File: config.mk
export PLATFORM = sky130hd
export DESIGN_NAME = tecd_channel
export DESIGN_NICKNAME = d
export VERILOG_FILES = /design/src/logic/tecd_pkg.sv /design/src/logic/tecd_channel.sv
export SDC_FILE = /design/constraint.sdc
export NUM_CORES = 1
export LEC_CHECK = 0
export ABC_AREA = 1
export ABC_CLOCK_PERIOD_IN_PS = 3200
export BUFFER_PORTS_ARGS = -buffer_cell sky130_fd_sc_hd__buf_2
export CAP_MARGIN = 20
export CORE_MARGIN = 4
export CORE_UTILIZATION = 45
export CTS_BUF_LIST = sky130_fd_sc_hd__clkbuf_2 sky130_fd_sc_hd__clkbuf_4 sky130_fd_sc_hd__clkbuf_8
export DETAILED_ROUTE_END_ITERATION = 16
export PLACE_DENSITY_LB_ADDON = 0.05
export REMOVE_ABC_BUFFERS = 1
export SYNTH_ARGS = -nofsm -noshare
export SYNTH_HDL_FRONTEND = slang
export SYNTH_SLANG_ARGS = --single-unit
File: constraint.sdc
create_clock -name core_clk_i -period 3.2 [get_ports core_clk_i]
set_clock_uncertainty 0.1 [all_clocks]
set_input_delay 0 -clock core_clk_i [delete_from_list [all_inputs] [get_ports core_clk_i]]
set_output_delay 0 -clock core_clk_i [all_outputs]
set_load 0.03 [all_outputs]
File: src/logic/tecd_pkg.sv
/*
 * tecd_pkg: register offsets, field positions, reset values and mode codes
 * for one event counter / frequency divider timer channel.
 * assumes: a plain address/strobe register port, 16-bit data.
 */
package tecd_pkg;
    // ------------------------------------------------------------------
    // register offsets
    // ------------------------------------------------------------------
    localparam logic [3:0] OFS_MODE     = 4'h0;
    localparam logic [3:0] OFS_RELOAD   = 4'h1;
    localparam logic [3:0] OFS_COUNTER  = 4'h2;
    localparam logic [3:0] OFS_TRIGGER  = 4'h3;
    localparam logic [3:0] OFS_STATUS   = 4'h4;
    localparam logic [3:0] OFS_OUT_LVL  = 4'h5;
    localparam logic [3:0] OFS_OUT_EN   = 4'h6;
    localparam logic [3:0] OFS_OUT_POL  = 4'h7;
    localparam logic [3:0] OFS_OUT_STY  = 4'h8;
    localparam logic [3:0] OFS_UNIT_EN  = 4'h9;
    localparam logic [3:0] OFS_PRESCALE = 4'ha;

    // ------------------------------------------------------------------
    // mode and trigger register fields
    // ------------------------------------------------------------------
    localparam int MODE_OP_CLK_POS    = 15;
    localparam int MODE_CNT_CLK_POS   = 12;
    localparam int MODE_MASTER_POS    = 11;
    localparam int MODE_TRIG_LSB      = 8;
    localparam int MODE_EDGE_LSB      = 6;
    localparam int MODE_FIELD_LSB     = 1;
    localparam int MODE_START_BHV_POS = 0;
    localparam int TRIG_START_POS     = 0;
    localparam int TRIG_STOP_POS      = 1;

    // ------------------------------------------------------------------
    // codes and reset values
    // ------------------------------------------------------------------
    localparam logic [2:0]  MODE_INTERVAL  = 3'h0;
    localparam logic [2:0]  MODE_EVENT     = 3'h3;
    localparam logic [2:0]  TRIG_SOFTWARE  = 3'h0;
    localparam logic [1:0]  EDGE_FALL      = 2'h0;
    localparam logic [1:0]  EDGE_RISE      = 2'h1;
    localparam logic [1:0]  EDGE_BOTH      = 2'h2;
    localparam logic [15:0] MODE_RESET     = 16'h0000;
    localparam logic [15:0] RELOAD_RESET   = 16'hffff;
    localparam logic [15:0] COUNTER_RESET  = 16'hffff;
    localparam logic [7:0]  PRESCALE_RESET = 8'h00;
    localparam logic [15:0] COUNT_ZERO     = 16'h0000;

    typedef enum logic [2:0] {
        TECD_IDLE = 3'b001,
        TECD_WAIT = 3'b010,
        TECD_RUN  = 3'b100
    } tecd_state_type;
endpackage

File: src/logic/tecd_channel.sv
/*
 * tecd_channel: one timer channel as external event counter or as
 * frequency divider of the timer input pin.
 * assumes: register port synchronous to core_clk_i, input pin asynchronous.
 */
// Operation
// RULE1: mode code 011 makes the counter count down on input edges.
// RULE2: event mode start loads reload value at once, then waits for edges.
// RULE3: each selected valid input edge decrements the counter by one.
// RULE4: at zero the counter reloads and raises the interrupt, repeatedly.
// RULE5: reload register writable while running; takes effect next period.
// RULE6: software keeps output enable cleared in event count mode.
// RULE7: edge field 00 falling, 01 rising, 10 both, 11 prohibited.
// RULE8: trigger select 000 means start only by software trigger.
// RULE9: count clock select one counts valid input edges.
// RULE10: operation clock select picks prescaled clock a or b.
// RULE11: start-behaviour bit one gives interrupt and toggle at first load.
// RULE12: divider uses interval mode code with edge counting.
// RULE13: divider loads reload value at first valid edge after start.
// RULE14: divider decrements per edge; at zero toggles, interrupts, reloads.
// RULE15: output frequency is input over 2(reload+1), both edges over reload+1.
// RULE16: edge sampling adds up to one operation clock of period error.
// RULE17: start and stop trigger bits read back as zero.
// RULE18: start sets enable status; stop clears it, freezes counter and output.
// RULE19: software changes only the reload value while running.
// RULE20: output enable one lets counting toggle the output.
// RULE21: output disabled or stopped shows the direct output level bit.
// RULE22: unit clock gate zero ignores writes and resets the channel.
// RULE23: input pin passes a two-stage synchroniser on the operation clock.
`timescale 1ns/1ps
`default_nettype none
module tecd_channel
    import tecd_pkg::*;
#(
    parameter int DATA_W = 16
) (
    input  wire logic              core_clk_i,
    input  wire logic              rst_i,
    input  wire logic [3:0]        reg_addr_i,
    input  wire logic [DATA_W-1:0] reg_wdata_i,
    input  wire logic              reg_wr_i,
    input  wire logic              reg_rd_i,
    output logic      [DATA_W-1:0] reg_rdata_o,
    input  wire logic              timer_input_pin_i,
    output logic                   timer_output_pin_o,
    output logic                   channel_interrupt_o
);
    // ------------------------------------------------------------------
    // registers
    // ------------------------------------------------------------------
    logic [15:0]       mode_q;
    logic [DATA_W-1:0] reload_q;
    logic [DATA_W-1:0] counter_q;
    logic              enable_q;
    logic              unit_en_q;
    logic [7:0]        prescale_q;
    logic              out_lvl_q;
    logic              out_en_q;
    logic              out_pol_q;
    logic              out_sty_q;
    logic [DATA_W-1:0] rdata_q;
    logic              irq_q;
    logic              tout_q;
    tecd_state_type    state_q;
    tecd_state_type    state_d;
    logic [3:0]        pre_cnt_q;
    logic              sync1_q;
    logic              sync2_q;
    logic              sync3_q;

    // ------------------------------------------------------------------
    // decode
    // ------------------------------------------------------------------
    wire       wr_ok      = reg_wr_i && unit_en_q;                 // [RULE22]
    wire       wr_mode    = wr_ok && (reg_addr_i == OFS_MODE);
    wire       wr_reload  = wr_ok && (reg_addr_i == OFS_RELOAD);   // [RULE5] [RULE19]
    wire       wr_trig    = wr_ok && (reg_addr_i == OFS_TRIGGER);
    wire       wr_lvl     = wr_ok && (reg_addr_i == OFS_OUT_LVL);
    wire       wr_en      = wr_ok && (reg_addr_i == OFS_OUT_EN);
    wire       wr_pol     = wr_ok && (reg_addr_i == OFS_OUT_POL);
    wire       wr_sty     = wr_ok && (reg_addr_i == OFS_OUT_STY);
    wire       wr_pre     = wr_ok && (reg_addr_i == OFS_PRESCALE);
    wire       wr_unit    = reg_wr_i && (reg_addr_i == OFS_UNIT_EN);
    wire       start_trig = wr_trig && reg_wdata_i[TRIG_START_POS]; // [RULE17]
    wire       stop_trig  = wr_trig && reg_wdata_i[TRIG_STOP_POS];  // [RULE17]
    wire       unit_rst   = rst_i || (wr_unit && !reg_wdata_i[0]);  // [RULE22]

    wire       op_clk_b   = mode_q[MODE_OP_CLK_POS];
    wire       cnt_edge   = mode_q[MODE_CNT_CLK_POS];
    wire [2:0] trig_sel   = mode_q[MODE_TRIG_LSB +: 3];
    wire [1:0] edge_sel   = mode_q[MODE_EDGE_LSB +: 2];
    wire [2:0] mode_fld   = mode_q[MODE_FIELD_LSB +: 3];
    wire       start_bhv  = mode_q[MODE_START_BHV_POS];
    wire       is_event   = (mode_fld == MODE_EVENT);                // [RULE1]
    wire       is_divider = (mode_fld == MODE_INTERVAL) && cnt_edge; // [RULE12] [RULE9]
    wire       sw_start   = (trig_sel == TRIG_SOFTWARE);             // [RULE8]

    // ------------------------------------------------------------------
    // prescaled operation clock ticks
    // ------------------------------------------------------------------
    wire [3:0] div_a    = prescale_q[3:0];
    wire [3:0] div_b    = prescale_q[7:4];
    wire [3:0] div_sel  = op_clk_b ? div_b : div_a;                  // [RULE10]
    wire       op_tick  = (pre_cnt_q >= div_sel);

    always_ff @(posedge core_clk_i) begin
        if (unit_rst || op_tick) begin
            pre_cnt_q <= 4'h0;
        end else begin
            pre_cnt_q <= pre_cnt_q + 4'h1;
        end
    end

    // ------------------------------------------------------------------
    // input synchroniser and edge detect
    // ------------------------------------------------------------------
    always_ff @(posedge core_clk_i) begin
        if (unit_rst) begin
            sync1_q <= 1'b0;
            sync2_q <= 1'b0;
            sync3_q <= 1'b0;
        end else if (op_tick) begin
            sync1_q <= timer_input_pin_i;                           // [RULE23]
            sync2_q <= sync1_q;
            sync3_q <= sync2_q;
        end
    end

    wire rise  = op_tick && sync2_q && !sync3_q;                     // [RULE16]
    wire fall  = op_tick && !sync2_q && sync3_q;
    wire valid_edge = (edge_sel == EDGE_FALL) ? fall :               // [RULE7]
                      (edge_sel == EDGE_RISE) ? rise :
                      (edge_sel == EDGE_BOTH) ? (rise || fall) : 1'b0;
    wire counting   = sw_start && (is_event || is_divider);

    // ------------------------------------------------------------------
    // channel state machine
    // ------------------------------------------------------------------
    wire at_zero   = (counter_q == COUNT_ZERO[DATA_W-1:0]);
    wire first_ld  = (state_q == TECD_WAIT) && valid_edge;           // [RULE13]
    wire run_edge  = (state_q == TECD_RUN) && valid_edge;            // [RULE3]
    wire wrap      = run_edge && at_zero;                            // [RULE4] [RULE14]
    wire start_evt = start_trig && counting && is_event;             // [RULE2]
    wire start_div = start_trig && counting && is_divider;
    wire init_fire = (first_ld || start_evt) && start_bhv;           // [RULE11]
    wire fire      = (wrap || init_fire) && !stop_trig;
    wire do_toggle = fire && out_en_q;                               // [RULE20] [RULE6]

    always_comb begin
        state_d = state_q;
        case (state_q)
            TECD_IDLE: begin
                if (start_evt) begin
                    state_d = TECD_RUN;
                end else if (start_div) begin
                    state_d = TECD_WAIT;
                end
            end
            TECD_WAIT: begin
                if (stop_trig) begin
                    state_d = TECD_IDLE;
                end else if (first_ld) begin
                    state_d = TECD_RUN;
                end
            end
            TECD_RUN: begin
                if (stop_trig) begin
                    state_d = TECD_IDLE;                             // [RULE18]
                end else if (start_div) begin
                    state_d = TECD_WAIT;
                end
            end
            default: state_d = TECD_IDLE;
        endcase
    end

    always_ff @(posedge core_clk_i) begin
        if (unit_rst) begin
            state_q  <= TECD_IDLE;
            enable_q <= 1'b0;
        end else begin
            state_q  <= state_d;
            enable_q <= (state_d != TECD_IDLE);                      // [RULE18]
        end
    end

    // ------------------------------------------------------------------
    // counter
    // ------------------------------------------------------------------
    always_ff @(posedge core_clk_i) begin
        if (unit_rst) begin
            counter_q <= COUNTER_RESET[DATA_W-1:0];
        end else if (stop_trig) begin
            counter_q <= counter_q;                                  // [RULE18]
        end else if (start_evt || first_ld || wrap) begin
            counter_q <= reload_q;                                   // [RULE2] [RULE5] [RULE15]
        end else if (run_edge) begin
            counter_q <= counter_q - 1'b1;                           // [RULE1] [RULE3] [RULE14]
        end
    end

    // ------------------------------------------------------------------
    // software registers
    // ------------------------------------------------------------------
    always_ff @(posedge core_clk_i) begin
        if (unit_rst) begin
            mode_q     <= MODE_RESET;
            reload_q   <= RELOAD_RESET[DATA_W-1:0];
            prescale_q <= PRESCALE_RESET;
            out_en_q   <= 1'b0;
            out_pol_q  <= 1'b0;
            out_sty_q  <= 1'b0;
        end else begin
            if (wr_mode) begin
                mode_q <= reg_wdata_i[15:0];
            end
            if (wr_reload) begin
                reload_q <= reg_wdata_i;                             // [RULE5]
            end
            if (wr_pre) begin
                prescale_q <= reg_wdata_i[7:0];
            end
            if (wr_en) begin
                out_en_q <= reg_wdata_i[0];
            end
            if (wr_pol) begin
                out_pol_q <= reg_wdata_i[0];
            end
            if (wr_sty) begin
                out_sty_q <= reg_wdata_i[0];
            end
        end
    end

    always_ff @(posedge core_clk_i) begin
        if (rst_i) begin
            unit_en_q <= 1'b0;
        end else if (wr_unit) begin
            unit_en_q <= reg_wdata_i[0];
        end
    end

    // ------------------------------------------------------------------
    // output level and interrupt
    // ------------------------------------------------------------------
    always_ff @(posedge core_clk_i) begin
        if (unit_rst) begin
            out_lvl_q <= 1'b0;                                       // [RULE22]
        end else if (wr_lvl) begin
            out_lvl_q <= reg_wdata_i[0];
        end else if (do_toggle) begin
            out_lvl_q <= !out_lvl_q;                                 // [RULE14]
        end
    end

    always_ff @(posedge core_clk_i) begin
        if (unit_rst) begin
            irq_q  <= 1'b0;
            tout_q <= 1'b0;
        end else begin
            irq_q  <= fire;                                          // [RULE4] [RULE11]
            tout_q <= out_lvl_q;                                     // [RULE21]
        end
    end

    assign timer_output_pin_o  = tout_q;
    assign channel_interrupt_o = irq_q;

    // ------------------------------------------------------------------
    // read data
    // ------------------------------------------------------------------
    logic [DATA_W-1:0] rd_mux;
    always_comb begin
        rd_mux = '0;
        case (reg_addr_i)
            OFS_MODE:     rd_mux = mode_q;
            OFS_RELOAD:   rd_mux = reload_q;
            OFS_COUNTER:  rd_mux = counter_q;
            OFS_TRIGGER:  rd_mux = '0;                               // [RULE17]
            OFS_STATUS:   rd_mux = {{(DATA_W-1){1'b0}}, enable_q};
            OFS_OUT_LVL:  rd_mux = {{(DATA_W-1){1'b0}}, out_lvl_q};
            OFS_OUT_EN:   rd_mux = {{(DATA_W-1){1'b0}}, out_en_q};
            OFS_OUT_POL:  rd_mux = {{(DATA_W-1){1'b0}}, out_pol_q};
            OFS_OUT_STY:  rd_mux = {{(DATA_W-1){1'b0}}, out_sty_q};
            OFS_UNIT_EN:  rd_mux = {{(DATA_W-1){1'b0}}, unit_en_q};
            OFS_PRESCALE: rd_mux = {{(DATA_W-8){1'b0}}, prescale_q};
            default:      rd_mux = '0;
        endcase
    end

    always_ff @(posedge core_clk_i) begin
        if (rst_i) begin
            rdata_q <= '0;
        end else if (reg_rd_i) begin
            rdata_q <= rd_mux;
        end else begin
            rdata_q <= '0;
        end
    end

    assign reg_rdata_o = rdata_q;
endmodule
`default_nettype wire

==> metrics.log, run 1 <==
[metrics] die area: 0.0116 mm²
[metrics] Seq/Total Area, Yosys: 40.4%
[metrics] synthesized-area fraction occupied by ao, oa, aoi and oai cells: 16.2%
[metrics] crit end category: flip-flop
[metrics] chip height: 108 µm
[metrics] largest family of logic cells by synthesized area: simple AND/OR/NAND/NOR gates
[metrics] total global routing track utilization: 22.1%
[metrics] post-synthesis mux area share: 0.673%
[metrics] Pre-Repair DR Iteration Count: 5
[metrics] cells after synthesis: 612
[metrics] largest cells by area after synthesis: sky130_fd_sc_hd__dfxtp_1 40%, sky130_fd_sc_hd__nand2_1 9.8%, sky130_fd_sc_hd__nand3_1 8.9%, sky130_fd_sc_hd__inv_1 6.0%, sky130_fd_sc_hd__a21oi_1 5.1%
[metrics] source-to-sink clock delay at the later pin of the worst-skew pair: 0.36 ns
[metrics] Int Pwr: 0.00172 W
[metrics] shortest clock period the worst path allows after layout: 2.65 ns
[metrics] number of buffer cells added on primary ports: 42
[metrics] Sum Neg Setup Slack: 0 ns
[metrics] simple-gate share of the synthesized area: 28.2%
[metrics] status: finished, final reports clean
[metrics] required time of the worst setup path: 3.31 ns
[metrics] type of the most critical hold path: input port to flip-flop
[metrics] Syn-to-layout area delta: 16.8%
[metrics] remaining design rule violation count: 0
[metrics] overall via count from detail_route: 4,198
[metrics] combinational fraction of design power: 6.1%
[metrics] share of power burned in the clock network: 43.0%
[metrics] maximum clock rate: 0.378 GHz
[metrics] Primary FF master, synth: sky130_fd_sc_hd__dfxtp_1
[metrics] post-layout instance area: 0.00521 mm²
[metrics] Sequential Power Share: 50.8%
[metrics] buffers from clock root to sink, at most: 2
[metrics] wire length of the first global-routing pass: 19,900 µm
[metrics] Inserted Clock Buffers: 9
[metrics] post-DR wirelength/cell: 15.4 µm
[metrics] Arrival @ worst endpoint: 2.75 ns
[metrics] vias in the first global route: 3,909
[metrics] pwr dens: 427 mW/mm²
[metrics] switching fraction of total power: 22.7%
[metrics] fraction of layout instances using a drive strength above 1: 15.6%
[metrics] fraction of the mapped netlist area in adder cells: 1.68%
[metrics] CTS-repair resized insts: 0
[metrics] Horiz. Die Dim: 108 µm
[metrics] number of enable-type register cells in the synthesized netlist: 0
[metrics] antenna diode count: 0
[metrics] category of the most critical setup path: flip-flop to flip-flop
[metrics] Clock H-tree levels: 3
[metrics] register bit count reported by yosys: 90
[metrics] setup repair after global routing missed its margin: false
[metrics] detailed-route vias per instance: 5.21
[metrics] Starting DRT DRC Count: 244
[metrics] switching component of the power: 0.000505 W
[metrics] Core Util, Final: 53.5%
[metrics] standard-cell row count: 36
[metrics] async set or reset register ratio after synthesis: 0%
[metrics] post-synth top area share: 40.4%
[metrics] number of distinct library cells after synthesis: 40
[metrics] number of sinks on the clock net: 90
[metrics] number of nets still failing antenna checks after routing: 0
[metrics] r2r setup slk: 0.55 ns
[metrics] clock tree from TritonCTS: done
[metrics] root buffer cell: sky130_fd_sc_hd__clkbuf_8
[metrics] Post-Synth XOR/XNOR Area: 2.36%
[metrics] count of nets after finishing: 698
[metrics] placer congestion estimate: 0.875
[metrics] peak supply drop: 0.000185 V
[metrics] buffers inserted by post-CTS timing repair: 0
[metrics] Final Cycle Share: 82.7%
[metrics] worst-case headroom to the max-slew limit: 40.9%
[metrics] warning count from the yosys run: 0
[metrics] clock slew at the register clock pins of the worst setup and hold paths: 0.09 ns
[metrics] post-synthesis area per instance: 7.29 µm²
[metrics] total placed instance area: 0.00473 mm²
[metrics] total grt overflow: 0
[metrics] Leakage: 2.26 nW
[metrics] kind of launch point of the worst setup path: flip-flop
[metrics] list of most frequent post-synthesis cells: 116 x sky130_fd_sc_hd__nand2_1, 90 x sky130_fd_sc_hd__dfxtp_1, 79 x sky130_fd_sc_hd__nand3_1
[metrics] detailed placer's ending HPWL: 8390 µm
[metrics] antenna violations before repair: 0
[metrics] Hold Buf Count CTS: 23
[metrics] final number of setup-violating endpoints: 0
[metrics] cell accounting for the most synthesized area: sky130_fd_sc_hd__dfxtp_1
[metrics] number of pins exceeding their max-slew limit in the final report: 0
[metrics] synthesized cell area: 0.00446 mm²
[metrics] core outline area: 0.00973 mm²
[metrics] final WL: 12,400 µm
[metrics] Critical Path Fanout Max: 15
[metrics] pin count of the biggest net entering global routing: 49
[metrics] initial cell density of the core: 45.8%
[metrics] number of violations of the max-capacitance limit: 0
[metrics] Hold Vio Cnt, Final: 0
[metrics] Top Ports: 43
[metrics] most frequent cell after synthesis: sky130_fd_sc_hd__nand2_1
[metrics] transition at the pin with the smallest max-transition slack: 0.886 ns
## layer usage
layer / track usage (%) / wire (µm) / vias up
met2: 34.7 / 5450 / 134
met5: 0 / 0 / -
li1: - / - / 2139
met3: 2.58 / 669 / 14
met4: 7.84 / 188 / 0
met1: 31.2 / 6090 / 1911
## power by group through the flow
| stage | logic, W | clock network [W] | registers (W) |
|---|---|---|---|
| floorplan | 0.0000515 | 0 | 0.00116 |
| global placement | 0.000114 | 0 | 0.00116 |
| detailed placement | 0.000115 | 0 | 0.00116 |
| CTS | 0.000136 | 0.000975 | 0.00113 |
| global route | 0.000149 | 0.00102 | 0.00113 |
| finish | 0.000136 | 0.000956 | 0.00113 |
## cells in the final DEF (no fill, tap or decap), types with 5 or more instances in the layout
cell,count
sky130_fd_sc_hd__nand2_1,116
sky130_fd_sc_hd__o21ai_0,18
sky130_fd_sc_hd__a221oi_1,7
sky130_fd_sc_hd__ha_1,6
sky130_fd_sc_hd__inv_2,8
sky130_fd_sc_hd__dlygate4sd3_1,23
sky130_fd_sc_hd__nor3_1,5
sky130_fd_sc_hd__o211ai_1,5
sky130_fd_sc_hd__a21oi_2,8
sky130_fd_sc_hd__o22ai_1,6
sky130_fd_sc_hd__buf_2,42
sky130_fd_sc_hd__inv_1,71
sky130_fd_sc_hd__a21oi_1,45
sky130_fd_sc_hd__nand4_1,8
sky130_fd_sc_hd__nor2_1,49
sky130_fd_sc_hd__o21ai_1,14
sky130_fd_sc_hd__buf_4,6
sky130_fd_sc_hd__xor2_1,8
sky130_fd_sc_hd__clkbuf_8,10
sky130_fd_sc_hd__dfxtp_1,90
sky130_fd_sc_hd__nand3_1,79
## state kept, by name (all words and copies together), names as in the netlist, 3 cells and up
signal	cells
counter_q	16
state_q	3
prescale_q	8
reg_rdata_o	16
pre_cnt_q	4
mode_q	16
reload_q	16
## critical path, stage by stage, from the launching register on
cell and delay, ns:
sky130_fd_sc_hd__dfxtp_1 0.48, sky130_fd_sc_hd__mux2i_1 0.24, sky130_fd_sc_hd__ha_1 0.26, sky130_fd_sc_hd__nand2_1 0.06, sky130_fd_sc_hd__inv_1 0.04, sky130_fd_sc_hd__nand3_1 0.07, sky130_fd_sc_hd__nand3_2 0.16, sky130_fd_sc_hd__nand3_1 0.17
sky130_fd_sc_hd__nand2_2 0.10, sky130_fd_sc_hd__o21ai_2 0.31, sky130_fd_sc_hd__buf_4 0.30, sky130_fd_sc_hd__a21oi_1 0.06, sky130_fd_sc_hd__o21ai_0 0.08, sky130_fd_sc_hd__nand3_1 0.08
## metrics by stage
stage	total power [W]	instances	setup WS (ns)	hold slack, ns
final	0.00222	805	0.554	0.0378
after global routing	0.00230	805	0.248	0.0758
after CTS	0.00224	805	0.549	0.0143
after detailed placement	0.00127	766	0.550	0.149
after global placement	0.00127	766	0.663	0.161
after floorplan	0.00122	585	-0.292	0.0295
## path summary, 6_finish.rpt
path                           startpoint                   endpoint  cells past startpoint
hold / removal              reg_addr_i[3]     out_pol_q$_SDFFE_PP0P_                      6
setup / recovery  mode_q[15]$_SDFFE_PP0P_  counter_q[6]$_SDFFE_PP1P_                     13
setup reg to reg  mode_q[15]$_SDFFE_PP0P_  counter_q[6]$_SDFFE_PP1P_                     13
hold reg to reg    mode_q[5]$_SDFFE_PP0P_     mode_q[5]$_SDFFE_PP0P_                      2
## kinds of logic after synthesis
| group | count (synthesis) |
|---|---|
| AND/OR/NAND/NOR | 277 |
| AO/OA/AOI/OAI | 117 |
| buffers and inverters | 107 |
| flip-flops | 90 |
| XOR/XNOR | 12 |
| adder cells (fa/ha/maj) | 6 |
| multiplexers | 3 |
## final cells by class
type                    count  area (µm²)
clock inverters             6         114
repair buffers             71         485
inverters                  80         300
flip-flops and latches     90        1800
multi-input cells         415        2200
well taps                 133         166
fillers                   990        4520
clock buffers              10         138
Power figures use the tool's default switching activity.
==> run 2: changes to the inputs <==
--- a/config.mk
+++ b/config.mk
@@ -5,8 +5,8 @@
 export SDC_FILE = /design/constraint.sdc
 export NUM_CORES = 1
 export LEC_CHECK = 0
-export ABC_AREA = 1
-export ABC_CLOCK_PERIOD_IN_PS = 3200
+export ABC_AREA = 0
+export ABC_CLOCK_PERIOD_IN_PS = 2300
 export BUFFER_PORTS_ARGS = -buffer_cell sky130_fd_sc_hd__buf_2
 export CAP_MARGIN = 20
 export CORE_MARGIN = 4
==> constraint.sdc (replaced) <==
create_clock -name core_clk_i -period 2.3 [get_ports core_clk_i]
set_clock_uncertainty 0.1 [all_clocks]
set_input_delay 0 -clock core_clk_i [delete_from_list [all_inputs] [get_ports core_clk_i]]
set_output_delay 0 -clock core_clk_i [all_outputs]
set_load 0.03 [all_outputs]
==> metrics.log, run 2 <==
[metrics] synthesized cell area: 0.00419 mm² (-6.0%)
[metrics] number of enable-type register cells in the synthesized netlist: 0 (unchanged)
[metrics] final worst setup slack: -0.211 ns (-0.765 ns)
[metrics] category of the most critical setup path: flip-flop to flip-flop
[metrics] largest delay contributor family on the critical path: compound AO/OA/AOI/OAI gates
[metrics] detailed placer's ending HPWL: 9090 µm (+8.3%)
[metrics] most frequent cell after synthesis: sky130_fd_sc_hd__dfxtp_1
[metrics] highest-count cells in the layout ignoring fill and taps: 88 x sky130_fd_sc_hd__dfxtp_1, 74 x sky130_fd_sc_hd__nand2_1, 64 x sky130_fd_sc_hd__nor2_1, 52 x sky130_fd_sc_hd__buf_4, 42 x sky130_fd_sc_hd__buf_2
[metrics] fraction of the mapped netlist area in adder cells: 1.79% (+0.11 points)
[metrics] Leakage: 2.18 nW (-3.6%)
[metrics] Primary FF master, synth: sky130_fd_sc_hd__dfxtp_1
[metrics] largest cells by area after synthesis: sky130_fd_sc_hd__dfxtp_1 43%, sky130_fd_sc_hd__nand2_1 6.8%, sky130_fd_sc_hd__nor2_1 6.6%, sky130_fd_sc_hd__a21oi_1 4.7%, sky130_fd_sc_hd__mux2i_1 4.1%
[metrics] chip height: 105 µm (-2.8%)
[metrics] Clock H-tree levels: 3 (unchanged)
[metrics] post-synthesis area per instance: 8.14 µm² (+12%)
[metrics] Pre-Repair DR Iteration Count: 5 (unchanged)
[metrics] maximum clock rate: 0.398 GHz (+5.4%)
[metrics] Top Ports: 43 (unchanged)
[metrics] total power: 0.00280 W (+26%)
[metrics] post-synth top area share: 43.0% (+2.6 points)
[metrics] simple-gate share of the synthesized area: 27.1% (-1.1 points)
[metrics] vias in the first global route: 4,148 (+6.1%)
[metrics] total buffers and inverters traversed by the critical path: 1 (-1)
[metrics] clock tree from TritonCTS: done
[metrics] number of sinks on the clock net: 90 (unchanged)
[metrics] worst-case headroom to the max-slew limit: 57.7% (+17 points)
[metrics] core outline area: 0.00889 mm² (-8.6%)
[metrics] wire length of the first global-routing pass: 21,800 µm (+9.3%)
[metrics] type of the most critical hold path: input port to flip-flop
[metrics] final number of setup-violating endpoints: 19 (+19)
[metrics] standard-cell row count: 34 (-5.6%)
[metrics] synthesized-area fraction occupied by ao, oa, aoi and oai cells: 19.1% (+2.9 points)
[metrics] detailed-route vias per instance: 5.82 (+12%)
[metrics] total global routing track utilization: 25.0% (+2.9 points)
[metrics] failing checks: setup timing
[metrics] Arrival @ worst endpoint: 2.72 ns (-0.03 ns)
[metrics] Syn-to-layout area delta: 35.0%
[metrics] Seq/Total Area, Yosys: 43.0% (+2.6 points)
[metrics] total grt overflow: 0 (unchanged)
[metrics] Starting DRT DRC Count: 313 (+28%)
[metrics] Final Cycle Share: 109% (+26 points)
[metrics] clock slew at the register clock pins of the worst setup and hold paths: 0.10 ns (about the same)
[metrics] Core Util, Final: 63.7% (+10 points)
[metrics] Post-Synth XOR/XNOR Area: 0.836% (-1.5 points)
[metrics] count of nets after finishing: 656 (-6.0%)
[metrics] fraction of layout instances using a drive strength above 1: 28.7% (+13 points)
[metrics] post-DR wirelength/cell: 18.5 µm (+20%)
[metrics] Horiz. Die Dim: 105 µm (-2.8%)
[metrics] async set or reset register ratio after synthesis: 0% (unchanged)
[metrics] register bit count reported by yosys: 90 (unchanged)
[metrics] number of violations of the max-capacitance limit: 0 (unchanged)
[metrics] required time of the worst setup path: 2.50 ns (-0.81 ns)
[metrics] list of most frequent post-synthesis cells: 90 x sky130_fd_sc_hd__dfxtp_1, 76 x sky130_fd_sc_hd__nand2_1, 74 x sky130_fd_sc_hd__nor2_1
[metrics] Hold Vio Cnt, Final: 0 (unchanged)
[metrics] initial cell density of the core: 47.1% (+1.3 points)
[metrics] largest family of logic cells by synthesized area: simple AND/OR/NAND/NOR gates
[metrics] placer congestion estimate: 0.985 (+13%)
[metrics] number of nets still failing antenna checks after routing: 0 (unchanged)
[metrics] crit end category: flip-flop
[metrics] setup repair after global routing missed its margin: true
[metrics] cell accounting for the most synthesized area: sky130_fd_sc_hd__dfxtp_1
[metrics] antenna violations before repair: 0 (unchanged)
[metrics] number of distinct library cells after synthesis: 51 (+28%)
[metrics] pin count of the biggest net entering global routing: 25 (-49%)
[metrics] number of pins exceeding their max-slew limit in the final report: 0 (unchanged)
[metrics] source-to-sink clock delay at the later pin of the worst-skew pair: 0.37 ns (about the same)
[metrics] remaining design rule violation count: 0 (unchanged)
[metrics] kind of launch point of the worst setup path: flip-flop
[metrics] status: finished with violations
[metrics] root buffer cell: sky130_fd_sc_hd__clkbuf_8
[metrics] die area: 0.0109 mm² (-5.6%)
[metrics] buffers from clock root to sink, at most: 2 (unchanged)
[metrics] shortest clock period the worst path allows after layout: 2.51 ns (-0.135 ns)
[metrics] most common cell after layout, fill and taps aside: sky130_fd_sc_hd__dfxtp_1
[metrics] cells after synthesis: 515 (-16%)
[metrics] post-synthesis mux area share: 4.87% (+4.2 points)
[metrics] slowest stage cell, crit path: sky130_fd_sc_hd__a2111o_1
[metrics] overall via count from detail_route: 4,292 (+2.2%)
[metrics] warning count from the yosys run: 0 (unchanged)
[metrics] CP Cell Sequence: mux2_4, ha_4, nand2b_4, a2111o_1, nand3_4, o21a_4, buf_12, nor2_2, a31o_2, a22oi_2
[metrics] worst stage delay on the critical path: 0.42 ns (-0.06 ns)
[metrics] peak supply drop: 0.000294 V (+59%)
[metrics] Inserted Clock Buffers: 9 (unchanged)
[metrics] number of buffer cells added on primary ports: 42 (unchanged)
[metrics] Critical Path Fanout Max: 6 (-9)
[metrics] count of fill cells added during filler insertion: 806 (-19%)
[metrics] antenna diode count: 0 (unchanged)
[metrics] final WL: 13,600 µm (+10%)
[metrics] pwr dens: 494 mW/mm² (+16%)
[metrics] transition at the pin with the smallest max-transition slack: 0.632 ns (-0.254 ns)
## run 2: cell types whose count changed in the layout (fill, tap and decap cells not counted), moves of 9 or more
cell,before,now
sky130_fd_sc_hd__a21oi_1,45,32
sky130_fd_sc_hd__a22oi_1,0,16
sky130_fd_sc_hd__buf_4,6,52
sky130_fd_sc_hd__buf_6,0,9
sky130_fd_sc_hd__inv_1,71,6
sky130_fd_sc_hd__mux2i_1,3,17
sky130_fd_sc_hd__nand2_1,116,74
sky130_fd_sc_hd__nand3_1,79,25
sky130_fd_sc_hd__nor2_1,49,64
## run 2: final timing paths
check	startpoint	end	slack [ns]	cells after the start
worst max-delay path	mode_q[15]$_SDFFE_PP0P_	counter_q[2]$_SDFFE_PP1P_	-0.21	10
worst min-delay path	reg_addr_i[2]	reg_rdata_o[0]$_SDFF_PP0_	0.03	4
worst max register to register	mode_q[15]$_SDFFE_PP0P_	counter_q[2]$_SDFFE_PP1P_	-0.21	10
worst min register to register	mode_q[4]$_SDFFE_PP0P_	mode_q[4]$_SDFFE_PP0P_	0.36	2
## run 2: tightest hold or removal path, cell delays in order
cell and delay [ns]:
sky130_fd_sc_hd__buf_2 0.16, sky130_fd_sc_hd__o22ai_1 0.17, sky130_fd_sc_hd__a221oi_1 0.06, sky130_fd_sc_hd__nor2_1 0.08
## run 2: routing by layer
metal / share of wire [%] / vias up / GRT usage (%) / wire [µm]
li1: - / 2078 / - / -
met1: 45 / 2032 / 34.3 / 6080
met2: 48 / 163 / 40.7 / 6490
met3: 6.0 / 19 / 3.60 / 821
met4: 1.8 / 0 / 7.50 / 247
met5: 0 / - / 0 / 0
## run 2: cell type report
| type | instances | area [µm²] | share of cell area (%) |
|---|---|---|---|
| clock buffers | 9 | 124 | 2.19 |
| inverters | 6 | 22.5 | 0.398 |
| well taps | 108 | 135 | 2.39 |
| multi-input cells | 389 | 2500 | 44.1 |
| flip-flops and latches | 90 | 1800 | 31.9 |
| repair buffers | 129 | 1020 | 18.0 |
| clock inverters | 7 | 58.8 | 1.04 |
## run 2: kinds of logic after synthesis
| kind of cell | after synthesis |
|---|---|
| multiplexers | 19 |
| flip-flops | 90 |
| buffers and inverters | 36 |
| XOR/XNOR | 4 |
| AND/OR/NAND/NOR | 238 |
| adder cells (fa/ha/maj) | 6 |
| AO/OA/AOI/OAI | 122 |
## run 2: metrics by stage
stage / setup TNS [ns] / std cells / cell area [µm²] / hold slack (ns) / setup slack, ns
after floorplan: -12.79 / 485 / 4070 / 0.0240 / -0.868
after global placement: -4.27 / 696 / 4920 / 0.122 / -0.276
after detailed placement: -5.26 / 696 / 4920 / 0.132 / -0.356
after CTS: -1.67 / 738 / 5470 / 0.0276 / -0.138
after global routing: -3.73 / 738 / 5660 / 0.0695 / -0.282
final: -2.31 / 738 / 5660 / 0.0336 / -0.211
## run 2: repair_timing
item	CTS	global route
endpoints found under the hold margin	58	0
hold buffers	22	0
gates resized for setup	24	50
setup endpoints to repair	23	22
buffers inserted	1	0
gates cloned	3	0
pin swaps	9	13
## run 2: power breakdown
group / switching (W) / internal [W] / total (W)
logic: 0.000110 / 0.0000811 / 0.000191
registers: 0.00000333 / 0.00156 / 0.00157
clock network: 0.000627 / 0.000412 / 0.00104
total: 0.000740 / 0.00206 / 0.00280
==> run 3: changes to the inputs <==
--- a/config.mk
+++ b/config.mk
@@ -7,12 +7,12 @@
 export LEC_CHECK = 0
 export ABC_AREA = 0
 export ABC_CLOCK_PERIOD_IN_PS = 2300
-export BUFFER_PORTS_ARGS = -buffer_cell sky130_fd_sc_hd__buf_2
 export CAP_MARGIN = 20
 export CORE_MARGIN = 4
 export CORE_UTILIZATION = 45
 export CTS_BUF_LIST = sky130_fd_sc_hd__clkbuf_2 sky130_fd_sc_hd__clkbuf_4 sky130_fd_sc_hd__clkbuf_8
 export DETAILED_ROUTE_END_ITERATION = 16
+export DONT_BUFFER_PORTS = 1
 export PLACE_DENSITY_LB_ADDON = 0.05
 export REMOVE_ABC_BUFFERS = 1
 export SYNTH_ARGS = -nofsm -noshare
==> metrics.log, run 3 (synthesis gave the netlist of run 2 again) <==
[metrics] status: finished with violations
[metrics] failing checks: setup timing
[metrics] r2r setup slk: -0.24 ns (-0.02 ns)
[metrics] Pre-Repair DR Iteration Count: 7 (+2)
[metrics] detailed placer's ending HPWL: 8900 µm (-2.0%)
[metrics] source-to-sink clock delay at the later pin of the worst-skew pair: 0.36 ns (about the same)
[metrics] Inserted Clock Buffers: 9 (unchanged)
[metrics] Horiz. Die Dim: 105 µm (unchanged)
[metrics] top layer in use: met4
[metrics] number of sinks on the clock net: 90 (unchanged)
[metrics] detailed-route vias per instance: 5.89 (+1.3%)
[metrics] antenna violations before repair: 0 (unchanged)
[metrics] clock tree from TritonCTS: done
[metrics] total power: 0.00282 W (+0.78%)
[metrics] Hold Vio Cnt, Final: 0 (unchanged)
[metrics] total buffers and inverters traversed by the critical path: 1 (unchanged)
[metrics] pwr dens: 515 mW/mm² (+4.1%)
[metrics] die area: 0.0109 mm² (unchanged)
[metrics] Sequential Power Share: 55.9% (about the same)
[metrics] total grt overflow: 0 (unchanged)
[metrics] number of pins exceeding their max-slew limit in the final report: 0 (unchanged)
[metrics] post-DR wirelength/cell: 19.2 µm (+4.1%)
[metrics] buffers from clock root to sink, at most: 2 (unchanged)
[metrics] required time of the worst setup path: 2.49 ns (about the same)
[metrics] Syn-to-layout area delta: 30.7%
[metrics] total placed instance area: 0.00468 mm² (-5.0%)
[metrics] vias in the first global route: 4,077 (-1.7%)
[metrics] Int Pwr: 0.00208 W (+1.1%)
[metrics] Clock H-tree levels: 3 (unchanged)
[metrics] remaining design rule violation count: 0 (unchanged)
[metrics] overall via count from detail_route: 4,152 (-3.3%)
[metrics] count of nets after finishing: 623 (-5.0%)
[metrics] most common cell after layout, fill and taps aside: sky130_fd_sc_hd__dfxtp_1
[metrics] setup repair after global routing missed its margin: true
[metrics] kind of launch point of the worst setup path: flip-flop
[metrics] largest delay contributor family on the critical path: compound AO/OA/AOI/OAI gates
[metrics] share of power burned in the clock network: 38.5% (+1.4 points)
[metrics] Final Cycle Share: 110% (+1.1 points)
[metrics] root buffer cell: sky130_fd_sc_hd__clkbuf_8
[metrics] Core Util, Final: 61.6% (-2.1 points)
[metrics] metal1 wirelength: 5910 µm (-2.9%)
[metrics] fraction of layout instances using a drive strength above 1: 21.6% (-7.1 points)
[metrics] number of violations of the max-capacitance limit: 0 (unchanged)
[metrics] maximum clock rate: 0.394 GHz (-0.96%)
[metrics] highest-count cells in the layout ignoring fill and taps: 88 x sky130_fd_sc_hd__dfxtp_1, 74 x sky130_fd_sc_hd__nand2_1, 68 x sky130_fd_sc_hd__nor2_1, 51 x sky130_fd_sc_hd__buf_4, 35 x sky130_fd_sc_hd__a21oi_1
[metrics] length of routed met2 wiring: 6370 µm (-1.9%)
[metrics] transition at the pin with the smallest max-transition slack: 0.609 ns (-0.0232 ns)
[metrics] crit end category: flip-flop
[metrics] worst stage delay on the critical path: 0.48 ns (+0.06 ns)
[metrics] antenna diode count: 0 (unchanged)
[metrics] switching fraction of total power: 26.2% (-0.25 points)
[metrics] combinational fraction of design power: 5.6% (-1.2 points)
[metrics] CP Cell Sequence: mux2_4, ha_4, nand2b_4, a2111o_1, nand3_4, o21a_4, buf_12, nor2_1, a31o_2, a22oi_2
[metrics] Top Ports: 43 (unchanged)
[metrics] slowest stage cell, crit path: sky130_fd_sc_hd__a2111o_1
[metrics] clock slew at the register clock pins of the worst setup and hold paths: 0.10 ns (about the same)
[metrics] Critical Path Fanout Max: 6 (unchanged)
[metrics] chip height: 105 µm (unchanged)
[metrics] number of buffer cells added on primary ports: 0 (-100%)
[metrics] met3 WL post-DR: 963 µm (+17%)
[metrics] initial cell density of the core: 47.1% (unchanged)
[metrics] switching component of the power: 0.000739 W (-0.19%)
[metrics] Sum Neg Setup Slack: -3.22 ns (-0.907 ns)
[metrics] worst-case headroom to the max-slew limit: 59.2% (+1.6 points)
[metrics] core outline area: 0.00889 mm² (unchanged)
[metrics] standard-cell row count: 34 (unchanged)
[metrics] pin count of the biggest net entering global routing: 19 (-24%)
[metrics] final WL: 13,600 µm (-0.52%)
[metrics] final number of setup-violating endpoints: 21 (+2)
[metrics] Starting DRT DRC Count: 210 (-33%)
[metrics] Arrival @ worst endpoint: 2.73 ns (about the same)
[metrics] final worst setup slack: -0.236 ns (-0.0244 ns)
[metrics] post-layout instance area: 0.00548 mm² (-3.2%)
[metrics] wire length of the first global-routing pass: 21,500 µm (-1.6%)
[metrics] type of the most critical hold path: input port to flip-flop
[metrics] placer congestion estimate: 0.904 (-8.2%)
[metrics] category of the most critical setup path: flip-flop to flip-flop
[metrics] peak supply drop: 0.000351 V (+19%)
[metrics] total global routing track utilization: 24.7% (-0.22 points)
[metrics] number of nets still failing antenna checks after routing: 0 (unchanged)
[metrics] shortest clock period the worst path allows after layout: 2.54 ns (+0.0244 ns)
[metrics] Leakage: 2.00 nW (-8.4%)
==> run 3: path summary, 6_finish.rpt <==
kind                      startpoint                   endpoint  depth (start not counted)
max          mode_q[15]$_SDFFE_PP0P_  counter_q[8]$_SDFFE_PP1P_                         10
min reg2reg   mode_q[4]$_SDFFE_PP0P_     mode_q[4]$_SDFFE_PP0P_                          2
max reg2reg  mode_q[15]$_SDFFE_PP0P_  counter_q[8]$_SDFFE_PP1P_                         10
min                    reg_addr_i[2]  reg_rdata_o[6]$_SDFF_PP0_                          4
==> run 3: layout make-up <==
class | instances | area, µm²
inverters | 6 | 22.5
well taps | 108 | 135
clock buffers | 10 | 138
clock inverters | 6 | 55.1
multi-input cells | 389 | 2440
repair buffers | 96 | 883
fillers | 819 | 3410
flip-flops and latches | 90 | 1800
==> run 3: per-stage QoR <==
stage	instances	worst slack [ns]	hold slack, ns
global placement	651	-0.288	0.0251
floorplan	485	-0.868	0.0240
CTS	702	-0.160	0.0182
global route	705	-0.280	0.0550
detailed placement	651	-0.369	0.0284
finish	705	-0.236	0.0377
==> run 3: timing repair <==
action	4_1_cts	5_1_grt
setup buffers	0	2
setup endpoints to repair	23	27
gates cloned	2	1
hold endpoints to repair	66	0
resized for setup	25	33
hold buffers	33	0
pin swaps	14	13
==> run 3: layer usage <==
layer | track usage (%) | vias up
met4 | 9.21 | 0
met3 | 4.90 | 27
li1 | - | 2017
met5 | 0 | -
met2 | 39.9 | 148
met1 | 32.8 | 1960
==> run 3: worst min-delay path: cells and delay by family <==
family	cells	cell delay, ns
simple gates	1	0.02
compound gates	2	0.27
buf+inv	1	0.16
==> run 3: power groups by stage <==
stage               Combinational [W]  Clock [W]  Sequential [W]
global placement             0.000101          0         0.00161
finish                       0.000158    0.00109         0.00157
CTS                          0.000152    0.00111         0.00158
detailed placement           0.000102          0         0.00161
global route                 0.000169    0.00116         0.00158
floorplan                   0.0000583          0         0.00161
